<file path="src/mcr_map.vh">
`ifndef MCR_MAP_VH
`define MCR_MAP_VH
// ****************************************
// Message framing and return codes
// ****************************************
`define MCR_MARK 8'h43
`define MCR_RC_Y 8'h59
`define MCR_RC_N 8'h4E
`define MCR_RC_Q 8'h3F
`define MCR_POS_MARK 2'h0
`define MCR_POS_IDX 2'h1
`define MCR_POS_CMD 2'h2
`define MCR_POS_DATA 2'h3
// ****************************************
// Command characters
// ****************************************
`define MCR_CMD_ST 8'h31
`define MCR_CMD_STE 8'h45
`define MCR_CMD_STM 8'h4D
`define MCR_CMD_ALM 8'h4C
`define MCR_CMD_MSG 8'h47
`define MCR_CMD_TST 8'h54
`define MCR_CMD_CMB 8'h4E
`define MCR_CMD_ID 8'h30
`define MCR_CMD_FW 8'h46
`define MCR_CMD_SN 8'h49
`define MCR_CMD_LIM 8'h43
`define MCR_CMD_CFG 8'h50
`define MCR_CMD_START 8'h35
`define MCR_CMD_STOP 8'h36
`define MCR_CMD_STBY 8'h37
`define MCR_CMD_ONL 8'h38
// ****************************************
// Reply characters
// ****************************************
`define MCR_C_DASH 8'h2D
`define MCR_C_SEMI 8'h3B
`define MCR_C_PLUS 8'h2B
`define MCR_C_EQ 8'h3D
`define MCR_C_DOT 8'h2E
`define MCR_C_COLON 8'h3A
`define MCR_C_UNDS 8'h5F
`define MCR_C_ZERO 8'h30
`define MCR_C_ONE 8'h31
`define MCR_C_A 8'h41
`define MCR_C_B 8'h42
`define MCR_C_C 8'h43
`define MCR_C_D 8'h44
`define MCR_C_E 8'h45
`define MCR_C_I 8'h49
`define MCR_C_L 8'h4C
`define MCR_C_M 8'h4D
`define MCR_C_O 8'h4F
`define MCR_C_P 8'h50
`define MCR_C_R 8'h52
`define MCR_C_S 8'h53
`define MCR_C_T 8'h54
`define MCR_C_X 8'h58
`define MCR_C_LOWER 8'h20
// ****************************************
// Port types and operating states
// ****************************************
`define MCR_PT_IN 3'h0
`define MCR_PT_OUT 3'h1
`define MCR_PT_CRIT 3'h2
`define MCR_PT_BLEED 3'h3
`define MCR_OS_RED 4'h0
`define MCR_OS_PAR 4'h1
`define MCR_OS_SOLO 4'h2
`define MCR_OS_TEST 4'h3
`define MCR_OS_TRAN 4'h4
`define MCR_OS_COMM 4'h5
`define MCR_OS_MAN 4'h6
`define MCR_OS_OFF 4'h7
// ****************************************
// Field positions and lengths
// ****************************************
`define MCR_ST_STATE 4'h1
`define MCR_ST_PORT 4'h2
`define MCR_ST_ALARM 4'h3
`define MCR_ST_PRESS 4'h4
`define MCR_ST_SIGN 4'h7
`define MCR_ST_TEMP 4'h8
`define MCR_ST_DUTY 4'hB
`define MCR_ST_LAST 4'hD
`define MCR_HEX_LAST 4'h3
`define MCR_T_MIN 4'h3
`define MCR_T_SEC 4'h6
`define MCR_T_LAST 4'h9
`define MCR_T_RATE 4'h4
`define MCR_LIM_LAST 4'hC
`define MCR_CFG_LAST 4'h7
`define MCR_STR_LAST 4'h7
`define MCR_STR_TERM 4'h8
`define MCR_PORT_SEG 4'h8
`define MCR_TPORT_SEG 4'h9
`define MCR_MSG_NONE 4'h7
`define MCR_DEC_SAT 10'h3E7
`define MCR_DEC_100 10'h064
`define MCR_DEC_10 10'h00A
`define MCR_TYPE_W 3
`define MCR_ALM_W 8
`define MCR_VAL_W 10
`endif

</file>
<file path="src/mcr_dec3.v">
`timescale 1ns/1ps
`default_nettype none
`include "mcr_map.vh"
module mcr_dec3 (
  // Binary value in
  input wire [9:0] val,
  // ASCII digits out
  output wire [7:0] d_h,
  output wire [7:0] d_t,
  output wire [7:0] d_o
);
  wire [9:0] v;
  wire [9:0] h;
  wire [9:0] t;
  wire [9:0] o;

  // Values above three digits clamp rather than wrap
  assign v = (val > `MCR_DEC_SAT) ? `MCR_DEC_SAT : val;
  assign h = v / `MCR_DEC_100;
  assign t = (v / `MCR_DEC_10) % `MCR_DEC_10;
  assign o = v % `MCR_DEC_10;
  assign d_h = `MCR_C_ZERO + {4'h0, h[3:0]};
  assign d_t = `MCR_C_ZERO + {4'h0, t[3:0]};
  assign d_o = `MCR_C_ZERO + {4'h0, o[3:0]};
endmodule // mcr_dec3
`default_nettype wire

</file>
<file path="src/mcr_responder.v">
// Contract
// - Request is marker, index, command, optional data
// - Reply leads with Y, N or ? code
// - Status string fourteen chars, units first
// - Chars one two give state, port
// - Char three is alarm flag
// - Pressure, signed temperature, duty or dashes
// - Alarm list: global hex word, eight ports
// - Port alarm hex, dot prefix if disabled
// - Global alarm bit zero is alarm one
// - Port alarm bits map eight leak conditions
// - Combined reply: word plus type, alarm groups
// - Leak rates three digits, saturate, semicolons
// - Time field X or hours minutes seconds
// - System leak field S then dash/rate
// - Port test fields: type, open, extras
// - Type letters; I, O and C lower case when disabled
// - Message codes list, XX when none
// - Identity strings, semicolon separated fields
// - Limits: units letter, four decimal values
// - Port configuration is eight type letters
// - Start and standby may refuse; stop and online accept
// - Single-byte commands, same set everywhere
`timescale 1ns/1ps
`default_nettype none
`include "mcr_map.vh"
module mcr_responder #(
  // Identity strings, eight ASCII chars each; values are arbitrary
  parameter [63:0] MODEL_ID = 64'h4D43522D30303031,
  parameter [63:0] FW_MAIN = 64'h4D41494E2D303130,
  parameter [63:0] FW_COMM = 64'h434F4D4D2D303130,
  parameter [63:0] BOARD_SN = 64'h4230303030303031,
  parameter [63:0] PART_NO = 64'h5030303030303031,
  parameter [63:0] UNIT_SN = 64'h5530303030303031
) (
  // Clock and reset
  input wire core_clk,
  input wire rst,
  // Request stream
  input wire rx_valid,
  input wire [7:0] rx_data,
  input wire rx_last,
  output wire rx_ready,
  // Reply stream
  output reg tx_valid_q,
  output reg [7:0] tx_data_q,
  output reg tx_last_q,
  input wire tx_ready,
  // Unit state
  input wire units_metric,
  input wire [3:0] op_state,
  input wire [2:0] active_port,
  input wire [15:0] global_alarm,
  input wire [63:0] port_alarm,
  input wire [23:0] port_type,
  input wire [7:0] port_disabled,
  input wire [7:0] port_open,
  input wire [7:0] port_in_use,
  // Measurements
  input wire [9:0] press_eng,
  input wire [9:0] press_met,
  input wire temp_eng_neg,
  input wire [9:0] temp_eng,
  input wire temp_met_neg,
  input wire [9:0] temp_met,
  input wire duty_avail,
  input wire [9:0] duty,
  input wire [39:0] limits,
  // Test results and messages
  input wire test_done,
  input wire [9:0] test_hours,
  input wire [5:0] test_min,
  input wire [5:0] test_sec,
  input wire sys_leak_avail,
  input wire [9:0] sys_leak,
  input wire [7:0] port_leak_avail,
  input wire [79:0] port_leak,
  input wire [6:0] msg_flags,
  // Action permission and strobes
  input wire can_test,
  input wire can_standby,
  output reg start_test_q,
  output reg stop_test_q,
  output reg go_standby_q,
  output reg go_online_q
);
  // ****************************************
  // Helpers
  // ****************************************
  localparam [1:0] S_IDLE = 2'h0;
  localparam [1:0] S_HDR = 2'h1;
  localparam [1:0] S_BODY = 2'h2;
  localparam [1:0] S_DONE = 2'h3;

  function [7:0] hex_ch;
    input [3:0] n;
    begin
      hex_ch = (n < 4'hA) ? (`MCR_C_ZERO + {4'h0, n}) : (`MCR_C_A + {4'h0, n - 4'hA});
    end
  endfunction

  function [7:0] type_ch;
    input [2:0] t;
    input dis;
    begin
      case (t)
        `MCR_PT_IN: type_ch = `MCR_C_I;
        `MCR_PT_OUT: type_ch = `MCR_C_O;
        `MCR_PT_CRIT: type_ch = `MCR_C_C;
        `MCR_PT_BLEED: type_ch = `MCR_C_B;
        default: type_ch = `MCR_C_X;
      endcase
      if (dis && (t <= `MCR_PT_CRIT)) begin
        type_ch = type_ch | `MCR_C_LOWER;
      end
    end
  endfunction

  function is_ioc;
    input [2:0] t;
    begin
      is_ioc = (t <= `MCR_PT_CRIT);
    end
  endfunction

  function [7:0] state_ch;
    input [3:0] s;
    begin
      case (s)
        `MCR_OS_RED: state_ch = `MCR_C_R;
        `MCR_OS_PAR: state_ch = `MCR_C_P;
        `MCR_OS_SOLO: state_ch = `MCR_C_S;
        `MCR_OS_TEST: state_ch = `MCR_C_T;
        `MCR_OS_TRAN: state_ch = `MCR_C_I;
        `MCR_OS_COMM: state_ch = `MCR_C_C;
        `MCR_OS_MAN: state_ch = `MCR_C_M;
        `MCR_OS_OFF: state_ch = `MCR_C_O;
        default: state_ch = `MCR_C_X;
      endcase
    end
  endfunction

  // Message table order: XD XP XT EC EL EP TA
  function [7:0] msg_ch;
    input [2:0] i;
    input second;
    begin
      case (i)
        3'h0: msg_ch = second ? `MCR_C_D : `MCR_C_X;
        3'h1: msg_ch = second ? `MCR_C_P : `MCR_C_X;
        3'h2: msg_ch = second ? `MCR_C_T : `MCR_C_X;
        3'h3: msg_ch = second ? `MCR_C_C : `MCR_C_E;
        3'h4: msg_ch = second ? `MCR_C_L : `MCR_C_E;
        3'h5: msg_ch = second ? `MCR_C_P : `MCR_C_E;
        default: msg_ch = second ? `MCR_C_A : `MCR_C_T;
      endcase
    end
  endfunction

  function [2:0] top_flag;
    input [6:0] f;
    integer k;
    begin
      top_flag = 3'h0;
      for (k = 0; k < 7; k = k + 1) begin
        if (f[k]) begin
          top_flag = k[2:0];
        end
      end
    end
  endfunction

  function is_query;
    input [7:0] c;
    begin
      case (c)
        `MCR_CMD_ST, `MCR_CMD_STE, `MCR_CMD_STM, `MCR_CMD_ALM, `MCR_CMD_MSG, `MCR_CMD_TST,
        `MCR_CMD_CMB, `MCR_CMD_ID, `MCR_CMD_FW, `MCR_CMD_SN, `MCR_CMD_LIM, `MCR_CMD_CFG: is_query = 1'b1;
        default: is_query = 1'b0;
      endcase
    end
  endfunction

  // ****************************************
  // Request intake
  // ****************************************
  reg [1:0] state_q;
  reg [1:0] hpos_q;
  reg [3:0] seg_q;
  reg [3:0] sub_q;
  reg [7:0] idx_q;
  reg [7:0] cmd_q;
  reg [7:0] rc_q;
  reg [7:0] rc_d;
  wire req;
  wire req_mark_ok;
  wire [7:0] req_idx;
  wire [7:0] req_cmd;
  wire adv;
  wire has_body;

  // One request at a time: intake stalls until the reply has gone
  assign rx_ready = (state_q == S_IDLE);
  assign adv = ~tx_valid_q | tx_ready;
  assign has_body = is_query(cmd_q);

  mcr_rx_frame u_rx (
    .core_clk(core_clk),
    .rst(rst),
    .rx_valid(rx_valid),
    .rx_data(rx_data),
    .rx_last(rx_last),
    .rx_ready(rx_ready),
    .req_q(req),
    .mark_ok_q(req_mark_ok),
    .idx_q(req_idx),
    .cmd_q(req_cmd)
  );

  always @* begin
    rc_d = `MCR_RC_Q;
    if (is_query(req_cmd)) begin
      rc_d = `MCR_RC_Y;
    end else begin
      case (req_cmd)
        `MCR_CMD_START: rc_d = can_test ? `MCR_RC_Y : `MCR_RC_N;
        `MCR_CMD_STBY: rc_d = can_standby ? `MCR_RC_Y : `MCR_RC_N;
        `MCR_CMD_STOP, `MCR_CMD_ONL: rc_d = `MCR_RC_Y;
        default: rc_d = `MCR_RC_Q;
      endcase
    end
  end

  // ****************************************
  // Reply body character generator
  // ****************************************
  reg [7:0] lit;
  reg use_dig;
  reg [9:0] dval;
  reg [3:0] soff;
  reg seg_end;
  reg body_end;
  reg skip;
  reg [3:0] ptmp;
  reg [63:0] str;
  reg term;
  reg [3:0] lk;
  wire [2:0] pi;
  wire [2:0] ptype;
  wire pdis;
  wire [7:0] palm;
  wire met;
  wire any_alarm;
  wire [7:0] d_h;
  wire [7:0] d_t;
  wire [7:0] d_o;
  wire [7:0] dig;
  wire [7:0] body_ch;
  wire [3:0] gnib;

  assign pi = ptmp[2:0];
  assign ptype = port_type[pi * `MCR_TYPE_W +: `MCR_TYPE_W];
  assign pdis = port_disabled[pi];
  assign palm = port_alarm[pi * `MCR_ALM_W +: `MCR_ALM_W];
  assign met = (cmd_q == `MCR_CMD_STM) | ((cmd_q == `MCR_CMD_ST) & units_metric);
  assign any_alarm = (|global_alarm) | (|port_alarm);
  assign gnib = global_alarm[(`MCR_HEX_LAST - sub_q) * 4 +: 4];
  assign dig = (soff[1:0] == 2'h0) ? d_h : ((soff[1:0] == 2'h1) ? d_t : d_o);
  assign body_ch = use_dig ? dig : lit;

  mcr_dec3 u_dec (
    .val(dval),
    .d_h(d_h),
    .d_t(d_t),
    .d_o(d_o)
  );

  always @* begin
    lit = `MCR_C_DASH;
    use_dig = 1'b0;
    dval = 10'h000;
    soff = 4'h0;
    seg_end = 1'b0;
    body_end = 1'b0;
    skip = 1'b0;
    str = MODEL_ID;
    term = 1'b0;
    lk = 4'h0;
    ptmp = (cmd_q == `MCR_CMD_TST) ? (seg_q - 4'h2) : (seg_q - 4'h1);
    case (cmd_q)
      `MCR_CMD_ST, `MCR_CMD_STE, `MCR_CMD_STM: begin
        seg_end = (sub_q == `MCR_ST_LAST);
        body_end = seg_end;
        if (sub_q < `MCR_ST_STATE) begin
          lit = met ? `MCR_C_M : `MCR_C_E;
        end else if (sub_q == `MCR_ST_STATE) begin
          lit = state_ch(op_state);
        end else if (sub_q == `MCR_ST_PORT) begin
          lit = (op_state == `MCR_OS_RED) ? (`MCR_C_ONE + {5'h00, active_port}) : `MCR_C_UNDS;
        end else if (sub_q == `MCR_ST_ALARM) begin
          lit = any_alarm ? `MCR_C_A : `MCR_C_DASH;
        end else if (sub_q < `MCR_ST_SIGN) begin
          use_dig = 1'b1;
          dval = met ? press_met : press_eng;
          soff = sub_q - `MCR_ST_PRESS;
        end else if (sub_q == `MCR_ST_SIGN) begin
          lit = (met ? temp_met_neg : temp_eng_neg) ? `MCR_C_DASH : `MCR_C_PLUS;
        end else if (sub_q < `MCR_ST_DUTY) begin
          use_dig = 1'b1;
          dval = met ? temp_met : temp_eng;
          soff = sub_q - `MCR_ST_TEMP;
        end else begin
          use_dig = duty_avail;
          dval = duty;
          soff = sub_q - `MCR_ST_DUTY;
        end
      end
      `MCR_CMD_ALM, `MCR_CMD_CMB: begin
        if (seg_q == 4'h0) begin
          lit = hex_ch(gnib);
          seg_end = (sub_q == `MCR_HEX_LAST);
        end else if (cmd_q == `MCR_CMD_ALM) begin
          // Disabled ports gain a leading dot, so the reply runs 23 to 31 chars
          soff = pdis ? sub_q : (sub_q + 4'h1);
          lit = (soff == 4'h0) ? `MCR_C_DOT : ((soff == 4'h1) ? hex_ch(palm[7:4]) : hex_ch(palm[3:0]));
          seg_end = (soff == 4'h2);
          body_end = (seg_q == `MCR_PORT_SEG);
        end else begin
          lit = (sub_q == 4'h0) ? type_ch(ptype, pdis) : ((sub_q == 4'h1) ? hex_ch(palm[7:4]) : hex_ch(palm[3:0]));
          seg_end = (sub_q == 4'h2);
          body_end = (seg_q == `MCR_PORT_SEG);
        end
      end
      `MCR_CMD_TST: begin
        if (seg_q == 4'h0) begin
          if (!test_done) begin
            lit = (sub_q == 4'h0) ? `MCR_C_X : `MCR_C_SEMI;
            seg_end = (sub_q == 4'h1);
          end else begin
            seg_end = (sub_q == `MCR_T_LAST);
            if (sub_q < `MCR_T_MIN) begin
              use_dig = 1'b1;
              dval = test_hours;
              soff = sub_q;
            end else if ((sub_q == `MCR_T_MIN) || (sub_q == `MCR_T_SEC)) begin
              lit = `MCR_C_COLON;
            end else if (sub_q < `MCR_T_SEC) begin
              use_dig = 1'b1;
              dval = {4'h0, test_min};
              soff = sub_q - `MCR_T_MIN;
            end else if (sub_q < `MCR_T_LAST) begin
              use_dig = 1'b1;
              dval = {4'h0, test_sec};
              soff = sub_q - `MCR_T_SEC;
            end else begin
              lit = `MCR_C_SEMI;
            end
          end
        end else if (seg_q == 4'h1) begin
          if (sub_q == 4'h0) begin
            lit = `MCR_C_S;
          end else if (!sys_leak_avail) begin
            lit = (sub_q == 4'h1) ? `MCR_C_DASH : `MCR_C_SEMI;
            seg_end = (sub_q == 4'h2);
          end else if (sub_q == 4'h1) begin
            lit = `MCR_C_EQ;
          end else if (sub_q < 4'h5) begin
            use_dig = 1'b1;
            dval = sys_leak;
            soff = sub_q - 4'h2;
          end else begin
            lit = `MCR_C_SEMI;
            seg_end = 1'b1;
          end
        end else begin
          body_end = (seg_q == `MCR_TPORT_SEG);
          if (sub_q == 4'h0) begin
            lit = type_ch(ptype, pdis);
          end else if (sub_q == 4'h1) begin
            lit = port_open[pi] ? `MCR_C_PLUS : `MCR_C_DASH;
          end else if (!is_ioc(ptype)) begin
            lit = `MCR_C_SEMI;
            seg_end = 1'b1;
          end else if (sub_q == 4'h2) begin
            lit = port_in_use[pi] ? `MCR_C_PLUS : `MCR_C_DASH;
          end else if (!port_leak_avail[pi]) begin
            lit = (sub_q == 4'h3) ? `MCR_C_DASH : `MCR_C_SEMI;
            seg_end = (sub_q == 4'h4);
          end else if (sub_q == 4'h3) begin
            lit = `MCR_C_EQ;
          end else if (sub_q < `MCR_ST_SIGN) begin
            use_dig = 1'b1;
            dval = port_leak[pi * `MCR_VAL_W +: `MCR_VAL_W];
            soff = sub_q - `MCR_T_RATE;
          end else begin
            lit = `MCR_C_SEMI;
            seg_end = 1'b1;
          end
        end
      end
      `MCR_CMD_MSG: begin
        seg_end = (sub_q == 4'h1);
        if (seg_q == `MCR_MSG_NONE) begin
          lit = `MCR_C_X;
          skip = |msg_flags;
          body_end = 1'b1;
        end else begin
          lit = msg_ch(seg_q[2:0], sub_q[0]);
          skip = ~msg_flags[seg_q[2:0]];
          body_end = (|msg_flags) & (seg_q[2:0] == top_flag(msg_flags));
        end
      end
      `MCR_CMD_ID, `MCR_CMD_FW, `MCR_CMD_SN: begin
        if (cmd_q == `MCR_CMD_FW) begin
          str = (seg_q == 4'h0) ? FW_MAIN : FW_COMM;
          term = (seg_q == 4'h0);
          body_end = (seg_q == 4'h1);
        end else if (cmd_q == `MCR_CMD_SN) begin
          str = (seg_q == 4'h0) ? BOARD_SN : ((seg_q == 4'h1) ? PART_NO : UNIT_SN);
          term = (seg_q != 4'h2);
          body_end = (seg_q == 4'h2);
        end else begin
          body_end = 1'b1;
        end
        seg_end = term ? (sub_q == `MCR_STR_TERM) : (sub_q == `MCR_STR_LAST);
        lit = (sub_q == `MCR_STR_TERM) ? `MCR_C_SEMI : str[(`MCR_STR_LAST - sub_q) * 8 +: 8];
      end
      `MCR_CMD_LIM: begin
        seg_end = (sub_q == `MCR_LIM_LAST);
        body_end = seg_end;
        if (sub_q == 4'h0) begin
          lit = units_metric ? `MCR_C_M : `MCR_C_E;
        end else begin
          lk = (sub_q - 4'h1) / 4'h3;
          use_dig = 1'b1;
          dval = limits[lk * `MCR_VAL_W +: `MCR_VAL_W];
          soff = (sub_q - 4'h1) % 4'h3;
        end
      end
      default: begin
        lit = type_ch(port_type[sub_q[2:0] * `MCR_TYPE_W +: `MCR_TYPE_W], port_disabled[sub_q[2:0]]);
        seg_end = (sub_q == `MCR_CFG_LAST);
        body_end = seg_end;
      end
    endcase
  end

  // ****************************************
  // Reply sequencer
  // ****************************************
  always @(posedge core_clk or posedge rst) begin
    if (rst) begin
      state_q <= S_IDLE;
      hpos_q <= `MCR_POS_MARK;
      seg_q <= 4'h0;
      sub_q <= 4'h0;
      idx_q <= 8'h00;
      cmd_q <= 8'h00;
      rc_q <= `MCR_RC_Q;
      tx_valid_q <= 1'b0;
      tx_data_q <= 8'h00;
      tx_last_q <= 1'b0;
      start_test_q <= 1'b0;
      stop_test_q <= 1'b0;
      go_standby_q <= 1'b0;
      go_online_q <= 1'b0;
    end else begin
      start_test_q <= 1'b0;
      stop_test_q <= 1'b0;
      go_standby_q <= 1'b0;
      go_online_q <= 1'b0;
      if (tx_valid_q && tx_ready) begin
        tx_valid_q <= 1'b0;
      end
      case (state_q)
        S_IDLE: begin
          // Frames without the command marker get no reply at all
          if (req && req_mark_ok) begin
            idx_q <= req_idx;
            cmd_q <= req_cmd;
            rc_q <= rc_d;
            hpos_q <= `MCR_POS_MARK;
            seg_q <= 4'h0;
            sub_q <= 4'h0;
            state_q <= S_HDR;
            start_test_q <= (req_cmd == `MCR_CMD_START) & can_test;
            stop_test_q <= (req_cmd == `MCR_CMD_STOP);
            go_standby_q <= (req_cmd == `MCR_CMD_STBY) & can_standby;
            go_online_q <= (req_cmd == `MCR_CMD_ONL);
          end
        end
        S_HDR: begin
          if (adv) begin
            tx_valid_q <= 1'b1;
            tx_data_q <= (hpos_q == `MCR_POS_MARK) ? rc_q : ((hpos_q == `MCR_POS_IDX) ? idx_q : cmd_q);
            tx_last_q <= (hpos_q == `MCR_POS_CMD) & ~has_body;
            hpos_q <= hpos_q + 2'h1;
            if (hpos_q == `MCR_POS_CMD) begin
              state_q <= has_body ? S_BODY : S_DONE;
            end
          end
        end
        S_BODY: begin
          if (skip) begin
            seg_q <= seg_q + 4'h1;
          end else if (adv) begin
            tx_valid_q <= 1'b1;
            tx_data_q <= body_ch;
            tx_last_q <= seg_end & body_end;
            if (seg_end) begin
              seg_q <= seg_q + 4'h1;
              sub_q <= 4'h0;
            end else begin
              sub_q <= sub_q + 4'h1;
            end
            if (seg_end && body_end) begin
              state_q <= S_DONE;
            end
          end
        end
        S_DONE: begin
          if (adv) begin
            state_q <= S_IDLE;
          end
        end
        default: begin
          state_q <= S_IDLE;
        end
      endcase
    end
  end
endmodule // mcr_responder
`default_nettype wire

</file>
<file path="src/mcr_rx_frame.v">
`timescale 1ns/1ps
`default_nettype none
`include "mcr_map.vh"
module mcr_rx_frame (
  // Clock and reset
  input wire core_clk,
  input wire rst,
  // Request byte stream
  input wire rx_valid,
  input wire [7:0] rx_data,
  input wire rx_last,
  input wire rx_ready,
  // Parsed request
  output reg req_q,
  output reg mark_ok_q,
  output reg [7:0] idx_q,
  output reg [7:0] cmd_q
);
  reg [1:0] cnt_q;
  wire beat;

  assign beat = rx_valid & rx_ready;

  always @(posedge core_clk or posedge rst) begin
    if (rst) begin
      req_q <= 1'b0;
      mark_ok_q <= 1'b0;
      idx_q <= 8'h00;
      cmd_q <= 8'h00;
      cnt_q <= `MCR_POS_MARK;
    end else begin
      req_q <= 1'b0;
      if (beat) begin
        if (cnt_q == `MCR_POS_MARK) begin
          mark_ok_q <= (rx_data == `MCR_MARK);
        end
        if (cnt_q == `MCR_POS_IDX) begin
          idx_q <= rx_data;
        end
        if (cnt_q == `MCR_POS_CMD) begin
          cmd_q <= rx_data;
        end
        // Trailing data bytes are taken but not counted; the count holds at the data position and no command uses them
        if (rx_last) begin
          cnt_q <= `MCR_POS_MARK;
          req_q <= (cnt_q >= `MCR_POS_CMD);
        end else if (cnt_q != `MCR_POS_DATA) begin
          cnt_q <= cnt_q + 2'h1;
        end
      end
    end
  end
endmodule // mcr_rx_frame
`default_nettype wire
</file>
<file path="config.mk">
export PLATFORM = sky130hd
export DESIGN_NAME = mcr_responder
export DESIGN_NICKNAME = d
export VERILOG_FILES = /design/src/mcr_dec3.v /design/src/mcr_responder.v /design/src/mcr_rx_frame.v
export VERILOG_INCLUDE_DIRS = /design/src
export SDC_FILE = /design/constraint.sdc
export NUM_CORES = 1
export LEC_CHECK = 0
export ABC_AREA = 1
export BUFFER_PORTS_ARGS = -buffer_cell sky130_fd_sc_hd__buf_2
export CAP_MARGIN = 20
export CELL_PAD_IN_SITES_DETAIL_PLACEMENT = 0
export CELL_PAD_IN_SITES_GLOBAL_PLACEMENT = 1
export CORE_ASPECT_RATIO = 1.4
export CORE_MARGIN = 1
export CORE_UTILIZATION = 32
export DETAILED_ROUTE_END_ITERATION = 6
export GPL_ROUTABILITY_DRIVEN = 0
export GPL_TIMING_DRIVEN = 0
export PLACE_DENSITY_LB_ADDON = 0.05
export SLEW_MARGIN = 20
export SYNTH_ARGS = -nofsm -noshare
export SYNTH_HDL_FRONTEND = slang
export SYNTH_SLANG_ARGS = --single-unit
</file>
<file path="constraint.sdc">
create_clock -name core_clk -period 6.95 [get_ports core_clk]
set_input_delay 1.39 -clock core_clk [delete_from_list [all_inputs] [get_ports core_clk]]
set_output_delay 1.39 -clock core_clk [all_outputs]
set_load 0.02 [all_outputs]
</file>
======== Word level (Yosys, flattened, before mapping) ========
Memories as Yosys holds them, arrays and structs flattened.
Cells that the tools add are included.
storage, ports and cells
  register bits after elaboration ......... 70
  ROM bits ................................ 40
  bits of input ports ..................... 373
  memories kept ........................... 1
memory list
  memory            words  bits a word  rd ports  clocked after memory_dff  write ports  line                 RTL
  (name not given)  8      5            1         0                         0            mcr_responder.v:129  case (s)
operators by class
  $add $sub $neg .......................... 28
  $mul .................................... 4
  divide/modulo/power cells ............... 6
  $lt $le $gt $ge ......................... 17
  equal/unequal tests ..................... 77
  shift-type cells ........................ 7
  multiplexer cells ....................... 261
  bitwise logic cells ..................... 13
  reductions and logical operators ........ 40
operator list
  cell                                           count
  two-way mux 10 bit                             26
  two-way mux 8 bit                              24
  two-way mux 61 bit                             3
  == test 8 x 7 -> 1 bit, second input constant  21
  two-way mux 5 bit                              21
  two-way mux 1 bit                              81
  indexed part select 80 x 8 -> 10 bit           1
  two-way mux 2 bit                              39
  == test 8 x 6 -> 1 bit, second input constant  8
  two-way mux 64 bit                             1
  OR reduction 64 bit                            1
  indexed part select 64 x 33 -> 8 bit           1
  indexed part select 64 x 7 -> 8 bit            1
  two-way mux 7 bit                              9
  two-way mux 60 bit                             1
  two-way mux 59 bit                             1
  two-way mux 4 bit                              13
  case mux 8 bit (6 select lines)                1
  indexed part select 24 x 6 -> 3 bit            2
  adder 6 x 4 -> 7 bit, first input constant     6
  two-way mux 3 bit                              14
  case mux 5 bit (4 select lines)                2
  indexed part select 40 x 9 -> 10 bit           1
  indexed part select 16 x 33 -> 4 bit           1
  71 further kinds                               174

======== Longest topological paths before layout ========
Gate-level depths: netlist of the first run.
  depth in word-level cells ............... 25
  mapped depth ............................ 71

======== Modules after synthesis ========
Synthesis of the first run repeated with hierarchy kept, for this count alone.
second synthesis, totals
  cells, all modules ...................... 2,274
  area total of the unflattened synthesis .. 13,195.2 sq um
by module, submodules not included
  module         instances  cells an instance  area each (sq um)  sequential area each (sq um)
  mcr_responder  1          1,783              9,888.2            1,154.9
  mcr_dec3       1          398                2,369.8            0.0
  mcr_rx_frame   1          93                 937.1              500.5

======== Worst setup path before layout of the first run ========
Ideal clock, no wire load.
  kind .................................... register to register
  from .................................... reg sub_q[1]
  to ...................................... reg tx_data_q[3]
  setup time .............................. 0.065 ns
  arrival ................................. 7.134 ns
  setup slack ............................. -0.249 ns
  stages on the path, launching flop included .. 68
  buffers on the path ..................... 6
  clock period less this slack ............ 7.199 ns
  cell sequence ........................... dfrtp_1 buf_2 inv_1 clkbuf_1 clkbuf_1 ha_1 clkbuf_1 xnor2_1 nor2_1 ha_1 inv_1 ha_1 nand2_1 buf_2 xor2_1 ha_1 inv_1 nand2_2 [32 not listed] nand2_1 nand2_1 nor2_1 nand2_1 nand2_2 nand4_2 nand2_1 nand2_1 and2_1 ha_1 nand3b_1 nand2_1 nand2_1 nand3_1 nand2_1 nand2_1 nand2_1 nand2_1
on the way
  longest elaborated chain between the ends .. 22
  elaborated cells on any way between the ends .. 175
ends and longest elaborated chain
  element                                                       line                 RTL
  start: declaration                                            mcr_responder.v:190  reg [3:0] sub_q;
  start signal: assignment                                      mcr_responder.v:514  sub_q <= sub_q + 4'h1;
  branches (longest 18 deep; another with > comparator 10 bit)  -
  two-way mux 8 bit *                                           mcr_responder.v:269  assign body_ch = use_dig ? dig : lit;
  two-way mux 8 bit *                                           mcr_responder.v:506  end else if (adv) begin
  two-way mux 8 bit *                                           mcr_responder.v:504  if (skip) begin
  case mux 8 bit (2 select lines) *                             mcr_responder.v:475  case (state_q)
  end signal: assignment                                        mcr_responder.v:495  tx_data_q <= (hpos_q == `MCR_POS_MARK) ? rc_q : ((hpos_q == `MCR_POS_IDX) ? idx_q : cmd_q);
  end signal: assignment                                        mcr_responder.v:508  tx_data_q <= body_ch;
  end: declaration                                              mcr_responder.v:46   output reg [7:0] tx_data_q,
Mark *: on every way between the ends. The select of a mux whose other input is x is not followed.
A chain may end at the register's enable or synchronous reset.

======== Worst setup path in the final report of the first run ========
  from .................................... reg sub_q[0]
  to ...................................... reg tx_data_q[3]
Same word-level chain as after synthesis.

==> key figures, run 1 <==
Floorplanning
  • Placeable Area: 37600 um^2
  • Overall die height: 233 um
  • DIE WIDTH: 167 um
  • Initial cell density of the core: 32.6%
  • Total die area: 39100 um^2
  • Row Count: 84
  • Number of ports placed on the die boundary: 388

Worst setup path
  • Type of the worst setup path: reg2reg
  • Most frequent cell on the critical path: nand2_4
  • Max stage delay cell, worst path: buf_1
  • Start of the worst register-to-register path: sub_q[0]
  • End of the worst register-to-register path: tx_data_q[3]
  • Critical Path Start Type: flop
  • Number of buffer and inverter instances along the worst setup path: 7
  • Arrival time worst endpoint: 7.02 ns
  • Critical path's top delay family: simple AND/OR/NAND/NOR gates
  • Endpoint kind of the worst setup timing path: flop
  • Critical Path RT: 7.22 ns
  • Worst path max stage delay: 0.51 ns
  • Length in cells of the worst reg-to-reg path: 53
  • Register-to-Register Setup Slack: 0.20 ns
  • Worst-path fanout max: 10

Yosys
  • Most instantiated flip-flop cell in the synthesis netlist: dfrtp_1
  • Number of register bits inferred by synthesis: 66
  • Number of synthesis warnings: 0
  • Number of different library cells in the post-synthesis netlist: 76
  • Avg Synthesized Cell Area: 5.69 um^2
  • Number of enable-type register cells in the synthesized netlist: 0
  • Sequential element share of the synthesized area: 13.5%
  • Netlist area before placement: 12200 um^2
  • Post-Syn Nets: 2572
  • Proportion of synthesized flip-flops having asynchronous set or reset: 100%
  • Post-synthesis cell count: 2153

Pwr
  • Leakage: 8.25 nW
  • Internal power: 0.00327 W
  • Power per Cell Area: 490 nW/um^2
  • Share of total power consumed by net switching: 59.2%
  • Pwr Total: 0.00801 W
  • Flop pwr share: 7.4%
  • NetSw: 0.00474 W
  • Combinational share of power: 86.9%
  • Maximum ir drop on the vdd rail: 0.311 mV
  • Clock power frac: 5.7%

Place
  • Estimated wirelength of the detail-placed design: 47600 um
  • # placed instances: 3014
  • IO buf count: 387

Clock tree
  • Worst-Skew Late Latency: 0.33 ns
  • Number of clock buffers inserted by TritonCTS: 9
  • Maximum root-to-sink buffer count: 2
  • Clock sinks: 66
  • Root buffer cell: clkbuf_16
  • Number of H-tree levels: 3
  • TritonCTS clock tree: done
  • Register clock-pin slew on the reported worst setup and hold paths: 0.06 ns
  • Number of buffers added to fix hold violations after cts: 0

STA
  • Clock skew after layout: 0.00524 ns
  • Time the worst path needs with I/O delays and setup: 6.75 ns
  • Final Max Tran Viols: 0
  • Post-route fraction of the period consumed by the critical path: 97.1%
  • Transition time at the pin with the least slew margin: 1.04 ns
  • Normalized max-slew margin: 30.2%
  • Setup_tns: 0 ns
  • Worst hold slack: 0.467 ns
  • Fmax: 0.148 GHz
  • Final count of hold timing violations: 0
  • Final Setup Violations: 0
  • RSZ-0062 raised after global routing: true

Run status
  • Run status: finished, final reports clean

Cells and area
  • Ratio of cells with drive above 1 in the final layout: 28.7%
  • Most common cell after layout, fill and taps aside: nand2_1
  • Final Core Density: 43.4%
  • Most frequent cells in the layout: nand2_1 (446), buf_2 (396), nor2_1 (232)
  • Final standard cell count with taps included and fillers excluded: 3088
  • Total of fill cells in the finished design: 4269
  • Layout Nets: 3027
  • Signed area change from the synthesized netlist to the final layout: 33.3%

Hold path
  • Hold Path Depth: 2
  • Endpoint of the worst hold path: rc_q[5]
  • Min-Delay Startpoint: rc_q[5]
  • Type of the worst min-delay path: reg2reg

Global routing
  • Wire length of the first global-routing pass: 88500 um
  • Overall global routing resource usage: 28.8%
  • GR Overflow Total: 0
  • Via count of the first global-routing pass: 16200
  • Maximum number of pins on one net before global-route repair: 58
  • Initial antenna violation count: 3

Detailed routing
  • Total via count after detailed routing: 16700
  • Wirelength per Cell: 18.9 um
  • Average vias per placed instance: 5.41
  • Routed wire length: 58300 um
  • Number of design-rule violations left by the first detailed-router iteration: 1204
  • Post-route antenna net violation count: 0
  • Count of TritonRoute iterations in the first routing pass: 6
  • DRC viols: 0

Flow run
  • Max-Cap Viols: 0
==> power groups by stage <==
stage / logic (W) / clock network, W / registers, W
global placement: 0.00570 / 0 / 0.000589
global route: 0.00758 / 0.000483 / 0.000607
CTS: 0.00664 / 0.000465 / 0.000585
floorplan: 0.00393 / 0 / 0.000598
finish: 0.00696 / 0.000455 / 0.000591
detailed placement: 0.00575 / 0 / 0.000593
==> registers in the layout, indices dropped and copies added (netlist names), 2 cells and up <==
register,cells
sub_q,4
u_rx.cnt_q,2
u_rx.cmd_q,8
u_rx.idx_q,8
seg_q,4
rc_q,4
state_q,2
hpos_q,2
cmd_q,8
tx_data_q,8
idx_q,8
==> worst reg2reg max path, delay by kind of cell, from the launching register on <==
family | cells | cell delay, ns
compound gates | 4 | 0.72
fa+ha+maj | 3 | 0.62
buf+inv | 7 | 1.18
flops | 1 | 0.43
simple gates | 39 | 3.77
==> cells in the mapped netlist (all sizes together), types with 2 or more instances <==
cell | n | share of area (%)
nand2 | 528 | 18
o21ai | 267 | 11
inv | 257 | 7.9
nor2 | 253 | 8.3
nand3 | 195 | 8.6
a21oi | 103 | 4.4
dfrtp | 63 | 13
clkbuf | 53 | 1.6
ha | 46 | 4.7
buf | 37 | 1.9
nand4 | 36 | 1.9
o211ai | 35 | 2.2
nor3 | 32 | 1.3
or2 | 31 | 1.6
nor4 | 29 | 1.5
o22ai | 28 | 1.4
a31oi | 19 | 0.97
xor2 | 14 | 1.1
o221ai | 13 | 0.93
xnor2 | 10 | 0.71
nand3b | 9 | 0.55
o21a | 9 | 0.55
a211oi | 8 | 0.49
mux2i | 8 | 0.65
o2111ai | 8 | 0.57
o31ai | 7 | 0.43
o311ai | 6 | 0.43
a21boi | 5 | 0.31
a221oi | 5 | 0.36
clkinv | 5 | 0.15
o32ai | 4 | 0.29
a2111oi | 3 | 0.21
a32oi | 3 | 0.21
dfstp | 3 | 0.64
o21bai | 3 | 0.18
nor3b | 2 | 0.12
o41ai | 2 | 0.14
==> repair_timing <==
action                     CTS  global route
setup endpoints to repair    4             4
gates resized for setup    116           102
pin swaps                   29            35
buffers inserted            34            24
gates cloned                 2             1
==> routing by layer <==
layer | track usage, % | vias up | part of all wire, %
li1 | - | 8222 | -
met1 | 31.2 | 7779 | 38
met2 | 55.3 | 564 | 52
met3 | 3.42 | 141 | 4.8
met4 | 12.9 | 2 | 4.6
met5 | 0 | - | 0.021
==> area by class of cell <==
class                           count  area (um^2)  share of cell area [%]
Clock inverter                      7         77.6                   0.475
Clock buffer                        9          225                    1.38
Sequential cell                    66         1660                    10.2
Tap cell                          473          592                    3.62
Timing Repair Buffer              448         2490                    15.2
Multi-Input combinational cell   1736         9790                    60.0
Inverter                          262         1010                    6.21
Buffer                             85          475                    2.91
Antenna cell                        2         5.00                  0.0306
==> metrics by stage <==
stage,cell area (um^2),worst slack (ns)
after floorplan,12300,0.0277
after global placement,14800,-2.04
after detailed placement,14800,-2.13
after CTS,15900,0.00220
after global routing,16300,-0.184
final,16300,0.200
==> cell families (layout without fill, tap and decap cells) <==
kind of cell	after synthesis	count (layout)	share of synthesized area, %
xor+xnor	24	24	1.78
buf+inv	352	811	11.5
flops	66	66	13.5
simple gates	1119	1120	41.8
compound gates	538	538	26.0
other cells	0	2	0
mux	8	8	0.654
fa+ha+maj	46	46	4.70
==> worst max path at each step <==
stage | from | to | depth (start not counted)
2_1_floorplan | sub_q[1] | tx_data_q[3] | 67
3_3_place_gp | sub_q[1] | tx_data_q[3] | 59
3_5_place_dp | sub_q[1] | tx_data_q[3] | 59
4_1_cts | sub_q[1] | tx_data_q[3] | 67
5_1_grt | sub_q[1] | tx_data_q[3] | 65
6_report | sub_q[0] | tx_data_q[3] | 53
(Power assumes the default switching activity.)
==> run 2, diff against run 1 <==
- CORE_UTILIZATION: 32 -> 35
- clock period: 6.95 -> 6.55 ns (I/O delays scaled with it)
==> run 2 against run 1 <==
Compared with the run above:
- the run now ends with negative setup slack left
- clock skew decreased by 0.00099 ns
- setup slack worse by 0.32 ns
- combinational power increased by 8.0%
- fmax increased by 1.1%
- sequential share of layout area fell by 0.16 points
- power up 8.2%
- die area shrank 8.5%
- largest cell class unchanged
==> key figures, run 2 (same netlist as run 1, synthesis figures left out) <==
Run status
  • Violated checks: negative setup slack
  • Run status: finished, violations left

Detailed routing
  • Metal3 WL: 3180 um (+14%)
  • Amount of wire on met2 after detailed routing: 29300 um (-4.0%)
  • Wirelength per Cell: 18.5 um (-2.1%)
  • Count of TritonRoute iterations in the first routing pass: 7 (+1)
  • Total via count after detailed routing: 17000 (+1.5%)
  • Post-route antenna net violation count: 0 (unchanged)
  • Number of design-rule violations left by the first detailed-router iteration: 1296 (+7.6%)
  • Routed wire length: 56900 um (-2.3%)
  • Metal-1 WL: 21600 um (-3.1%)
  • Top routing layer in use: met5
  • DRC viols: 0 (unchanged)
  • Average vias per placed instance: 5.50 (+1.6%)

Floorplanning
  • Overall die height: 223 um (-4.3%)
  • DIE WIDTH: 160 um (-4.3%)
  • Total die area: 35800 um^2 (-8.5%)
  • Initial cell density of the core: 35.8% (+3.2 points)
  • Placeable Area: 34200 um^2 (-9.0%)
  • Number of ports placed on the die boundary: 388 (unchanged)
  • Row Count: 80 (-4.8%)

Clock tree
  • Register clock-pin slew on the reported worst setup and hold paths: 0.06 ns (about the same)
  • Number of buffers added to fix hold violations after cts: 0 (unchanged)
  • Number of H-tree levels: 3 (unchanged)
  • Worst-Skew Late Latency: 0.33 ns (about the same)
  • Number of clock buffers inserted by TritonCTS: 9 (unchanged)
  • Clock sinks: 66 (unchanged)
  • Maximum root-to-sink buffer count: 2 (unchanged)
  • Root buffer cell: clkbuf_16
  • TritonCTS clock tree: done

STA
  • RSZ-0062 raised after global routing: true
  • Transition time at the pin with the least slew margin: 1.06 ns (+0.0221 ns)
  • Time the worst path needs with I/O delays and setup: 6.67 ns (-0.0762 ns)
  • Final count of hold timing violations: 0 (unchanged)
  • Post-route fraction of the period consumed by the critical path: 102% (+4.8 points)
  • Final Max Tran Viols: 0 (unchanged)
  • Normalized max-slew margin: 28.7% (-1.5 points)
  • Fmax: 0.150 GHz (+1.1%)
  • Setup_tns: -0.124 ns (-0.124 ns)
  • Final Setup Violations: 1 (+1)
  • Clock skew after layout: 0.00425 ns (-0.000988 ns)
  • Worst setup margin: -0.124 ns (-0.324 ns)

Cells and area
  • Layout Nets: 3045 (+0.59%)
  • Most common cell after layout, fill and taps aside: nand2_1
  • Ratio of cells with drive above 1 in the final layout: 29.8% (+1.2 points)
  • Signed area change from the synthesized netlist to the final layout: 35.4%
  • Final standard cell count with taps included and fillers excluded: 3083 (-0.16%)
  • Most frequent cells in the layout: nand2_1 (438), buf_2 (397), nor2_1 (231)

Worst setup path
  • Critical path's top delay family: simple AND/OR/NAND/NOR gates
  • Type of the worst setup path: reg2reg
  • Worst path max stage delay: 0.39 ns (-0.12 ns)
  • Endpoint kind of the worst setup timing path: flop
  • Critical Path RT: 6.82 ns (-0.40 ns)
  • Max stage delay cell, worst path: dfrtp_1
  • Arrival time worst endpoint: 6.94 ns (-0.08 ns)
  • Critical Path Start Type: flop
  • Most frequent cell on the critical path: nand2_4
  • Worst-path fanout max: 6 (-4)
  • Number of buffer and inverter instances along the worst setup path: 12 (+5)

Pwr
  • Leakage: 8.37 nW (+1.5%)
  • Power per Cell Area: 522 nW/um^2 (+6.5%)
  • Maximum ir drop on the vdd rail: 0.315 mV (+1.3%)

Place
  • # placed instances: 2992 (-0.73%)
  • Pre-CTS setup slack: -1.48 ns (+0.646 ns)
  • Estimated wirelength of the detail-placed design: 46200 um (-3.0%)
  • IO buf count: 387 (unchanged)

Global routing
  • Maximum number of pins on one net before global-route repair: 58 (unchanged)
  • Via count of the first global-routing pass: 16800 (+3.3%)
  • Initial antenna violation count: 3 (unchanged)
  • GR Overflow Total: 0 (unchanged)
  • Wire length of the first global-routing pass: 88400 um (about the same)
  • Overall global routing resource usage: 31.0% (+2.2 points)

Hold path
  • Type of the worst min-delay path: reg2reg

Flow run
  • Max-Cap Viols: 0 (unchanged)
==> run 2: per-layer routing <==
metal	track usage, %	up-vias
li1	-	8281
met1	34.5	7829
met2	57.2	673
met3	3.36	167
met4	16.3	4
met5	0	-
==> run 2: path summary, 6_finish.rpt <==
path	from	endpoint	slack, ns	cells past startpoint
max reg2reg	sub_q[1]	tx_data_q[3]	-0.12	62
min in group asynchronous	rst	seg_q[0]	0.88	2
min reg2reg	idx_q[7]	idx_q[7]	0.47	2
max	sub_q[1]	tx_data_q[3]	-0.12	62
min	idx_q[7]	idx_q[7]	0.47	2
max in group asynchronous	rst	rc_q[5]	5.11	3
==> run 2: final cells by class <==
type                            count  area, um^2
Fill cell                        3823       17700
Multi-Input combinational cell   1736        9900
Timing Repair Buffer              468        2650
Sequential cell                    66        1660
Inverter                          262        1030
Tap cell                          451         564
Buffer                             83         447
Clock buffer                        9         225
Clock inverter                      7         103
Antenna cell                        1        2.50
==> run 2: worst min-delay path: cells and delay by family, from the launching register on <==
| kind | cells | cell delay, ns |
|---|---|---|
| DFF | 1 | 0.34 |
| and+or+nand+nor | 2 | 0.09 |
==> run 2: timing repair <==
item | CTS | global route
pin swaps | 55 | 62
endpoints found under the setup margin | 4 | 4
resized for setup | 130 | 77
buffers inserted | 46 | 31
cloned | 4 | 0
==> run 2: per-stage QoR <==
step	power (W)	cell area, um^2	util, %	hold WS, ns
floorplan	0.00496	12400	-	0.437
global placement	0.00677	14900	43.5	0.454
detailed placement	0.00683	14900	43.6	0.455
CTS	0.00818	16100	47.1	0.470
global route	0.00939	16600	48.4	0.488
finish	0.00866	16600	48.4	0.469
==> run 2: power by group <==
group	total [W]	leakage (nW)	internal, W	switching, W
sequential	0.000620	0.851	0.000522	0.0000985
combinational	0.00752	7.37	0.00272	0.00480
clock	0.000521	0.156	0.000336	0.000185
total	0.00866	8.37	0.00358	0.00508
==> run 3, diff against run 2 <==
- CTS_CLUSTER_DIAMETER: default -> 80
- clock period: 6.55 -> 7.46 ns (I/O delays scaled with it)
==> run 3 against run 2 <==
Compared with the run above:
- combinational power is 21% lower
- power is 20% lower
- the run now ends clean
- clock skew is 0.0015 ns higher
- routed wire length is 2.3% lower
- die area stayed put
- via count is 1.8% lower
- first-iteration DRC count is 2.9% lower
- non-clock buffer count is 47 lower
- critical path depth stayed put
- register-to-register slack better by 0.63 ns
- critical path type unchanged
==> key figures, run 3 (same netlist as run 1, synthesis figures left out) <==
Pwr
  • Leakage: 7.99 nW (-4.6%)
  • Maximum ir drop on the vdd rail: 0.263 mV (-16%)
  • Pwr Total: 0.00691 W (-20%)
  • Power per Cell Area: 439 nW/um^2 (-16%)

STA
  • Final count of hold timing violations: 0 (unchanged)
  • Worst hold slack: 0.468 ns (-0.000728 ns)
  • Final Setup Violations: 0 (-1)
  • Transition time at the pin with the least slew margin: 1.05 ns (-0.0134 ns)
  • Final Max Tran Viols: 0 (unchanged)
  • Normalized max-slew margin: 29.6% (+0.90 points)
  • Time the worst path needs with I/O delays and setup: 6.96 ns (+0.281 ns)
  • Fmax: 0.144 GHz (-4.0%)
  • Post-route fraction of the period consumed by the critical path: 93.2% (-8.7 points)
  • Clock skew after layout: 0.00578 ns (+0.00153 ns)

Detailed routing
  • Wirelength per Cell: 18.3 um (-0.81%)
  • Post-route antenna net violation count: 0 (unchanged)
  • Number of design-rule violations left by the first detailed-router iteration: 1259 (-2.9%)
  • Average vias per placed instance: 5.48 (-0.31%)
  • Count of TritonRoute iterations in the first routing pass: 6 (-1)
  • Routed wire length: 55700 um (-2.3%)
  • Total via count after detailed routing: 16700 (-1.8%)
  • DRC viols: 0 (unchanged)

Global routing
  • Via count of the first global-routing pass: 16400 (-1.9%)
  • Met1 track demand over resource in global routing: 34.1% (-0.47 points)
  • GRT Max-Usage Layer: met2
  • Met3 Track Usage GR: 2.88% (-0.48 points)
  • Global routing usage on met2: 55.3% (-1.9 points)
  • Initial antenna violation count: 4 (+1)
  • Wire length of the first global-routing pass: 86300 um (-2.3%)
  • Overall global routing resource usage: 30.3% (-0.66 points)
  • Maximum number of pins on one net before global-route repair: 54 (-6.9%)
  • GR Overflow Total: 0 (unchanged)

Worst setup path
  • Arrival time worst endpoint: 7.22 ns (+0.28 ns)
  • Critical path's top delay family: simple AND/OR/NAND/NOR gates
  • Endpoint kind of the worst setup timing path: flop
  • Type of the worst setup path: reg2reg
  • Max stage delay cell, worst path: dfrtp_1
  • Worst path max stage delay: 0.37 ns (-0.02 ns)
  • Most frequent cell on the critical path: nand2_1
  • Number of buffer and inverter instances along the worst setup path: 11 (-1)
  • Critical Path RT: 7.73 ns (+0.91 ns)
  • Critical Path Start Type: flop
  • Worst-path fanout max: 10 (+4)

Clock tree
  • TritonCTS clock tree: done
  • Number of H-tree levels: 3 (unchanged)
  • Number of clock buffers inserted by TritonCTS: 9 (unchanged)
  • Register clock-pin slew on the reported worst setup and hold paths: 0.06 ns (about the same)
  • Root buffer cell: clkbuf_16
  • Number of buffers added to fix hold violations after cts: 0 (unchanged)
  • Clock sinks: 66 (unchanged)
  • Worst-Skew Late Latency: 0.33 ns (about the same)
  • Maximum root-to-sink buffer count: 2 (unchanged)

Place
  • Estimated wirelength of the detail-placed design: 46100 um (-0.31%)
  • IO buf count: 387 (unchanged)

Flow run
  • Max-Cap Viols: 0 (unchanged)

Cells and area
  • Signed area change from the synthesized netlist to the final layout: 28.3%
  • Most frequent cells in the layout: nand2_1 (459), buf_2 (398), nor2_1 (236)
  • Final Core Density: 45.9% (-2.5 points)
  • Most common cell after layout, fill and taps aside: nand2_1
  • Ratio of cells with drive above 1 in the final layout: 25.8% (-4.1 points)
  • Layout Nets: 2998 (-1.5%)

Hold path
  • Type of the worst min-delay path: reg2reg

Floorplanning
  • Number of ports placed on the die boundary: 388 (unchanged)
  • Placeable Area: 34200 um^2 (unchanged)
  • Overall die height: 223 um (unchanged)
  • DIE WIDTH: 160 um (unchanged)
  • Row Count: 80 (unchanged)
  • Total die area: 35800 um^2 (unchanged)
  • Initial cell density of the core: 35.8% (unchanged)

Run status
  • Run status: finished, final reports clean
## run 3: cell types whose count changed in the layout (fill, tap and decap cells not counted), moves of 4 or more
| cell | delta |
|---|---|
| nand3_1 | +9 |
| nand2_4 | -7 |
| buf_4 | -44 |
| nand2_1 | +21 |
| ha_4 | -4 |
| o21ai_1 | +4 |
| o21ai_0 | +8 |
| o21ai_2 | -10 |
| nand2_2 | -13 |
| inv_4 | -4 |
| nand3_2 | -6 |
| ha_1 | +5 |
| nor2_1 | +5 |
| inv_1 | +5 |
## run 3: layer usage
| layer | vias to the layer above | wire length, um | share of wire (%) |
|---|---|---|---|
| li1 | 8183 | - | - |
| met1 | 7642 | 21500 | 39 |
| met2 | 644 | 28100 | 50 |
| met3 | 183 | 2770 | 5.0 |
| met4 | 2 | 3290 | 5.9 |
| met5 | - | 15 | 0.027 |
## run 3: path summary, 6_finish.rpt
check                      startpoint           end  slack [ns]  cells after the start
min reg2reg                   rc_q[5]       rc_q[5]        0.47                      2
max                          sub_q[1]  tx_data_q[3]        0.50                     62
min                           rc_q[5]       rc_q[5]        0.47                      2
max reg2reg                  sub_q[1]  tx_data_q[3]        0.50                     62
min in group asynchronous         rst      seg_q[3]        1.09                      2
max in group asynchronous         rst       rc_q[4]        5.79                      3
## run 3: timing repair
item / 4_1_cts / 5_1_grt
gates resized for setup: 38 / 91
setup buffers: 7 / 23
endpoints found under the setup margin: 4 / 4
cloned: 0 / 1
pin swaps: 1 / 24
hold endpoints to repair: 0 / 0
## run 3: power by group
| group | total, W | internal [W] | switching [W] |
|---|---|---|---|
| combinational | 0.00594 | 0.00198 | 0.00396 |
| sequential | 0.000549 | 0.000458 | 0.0000908 |
| clock | 0.000418 | 0.000266 | 0.000151 |
| total | 0.00691 | 0.00270 | 0.00420 |
## run 3: area by class of cell
cell class / instances / area, um^2
well taps: 451 / 564
diodes: 3 / 7.51
clock buffers: 11 / 243
repair buffers: 418 / 2190
multi-input cells: 1736 / 9520
inverters: 262 / 1010
flip-flops and latches: 66 / 1660
plain buffers: 86 / 469
fillers: 3808 / 18500
clock inverters: 5 / 55.1
## run 3: worst register-to-register path, delay by kind of cell (launching register included)
kind	cells	cell delay (ns)
compound gates	3	0.41
xor+xnor	1	0.14
fa+ha+maj	6	1.24
buf+inv	11	1.20
flops	1	0.37
simple gates	41	3.56
## run 3: stage by stage
| stage | setup slack [ns] | cells | area [um^2] | TNS, ns |
|---|---|---|---|---|
| detailed placement | -1.99 | 2992 | 14800 | -7.26 |
| global placement | -1.89 | 2991 | 14800 | -6.80 |
| CTS | 0.0348 | 3013 | 15300 | 0 |
| finish | 0.505 | 3038 | 15700 | 0 |
| global route | -0.0676 | 3038 | 15700 | -0.0676 |
| floorplan | 0.261 | 2153 | 12200 | 0 |
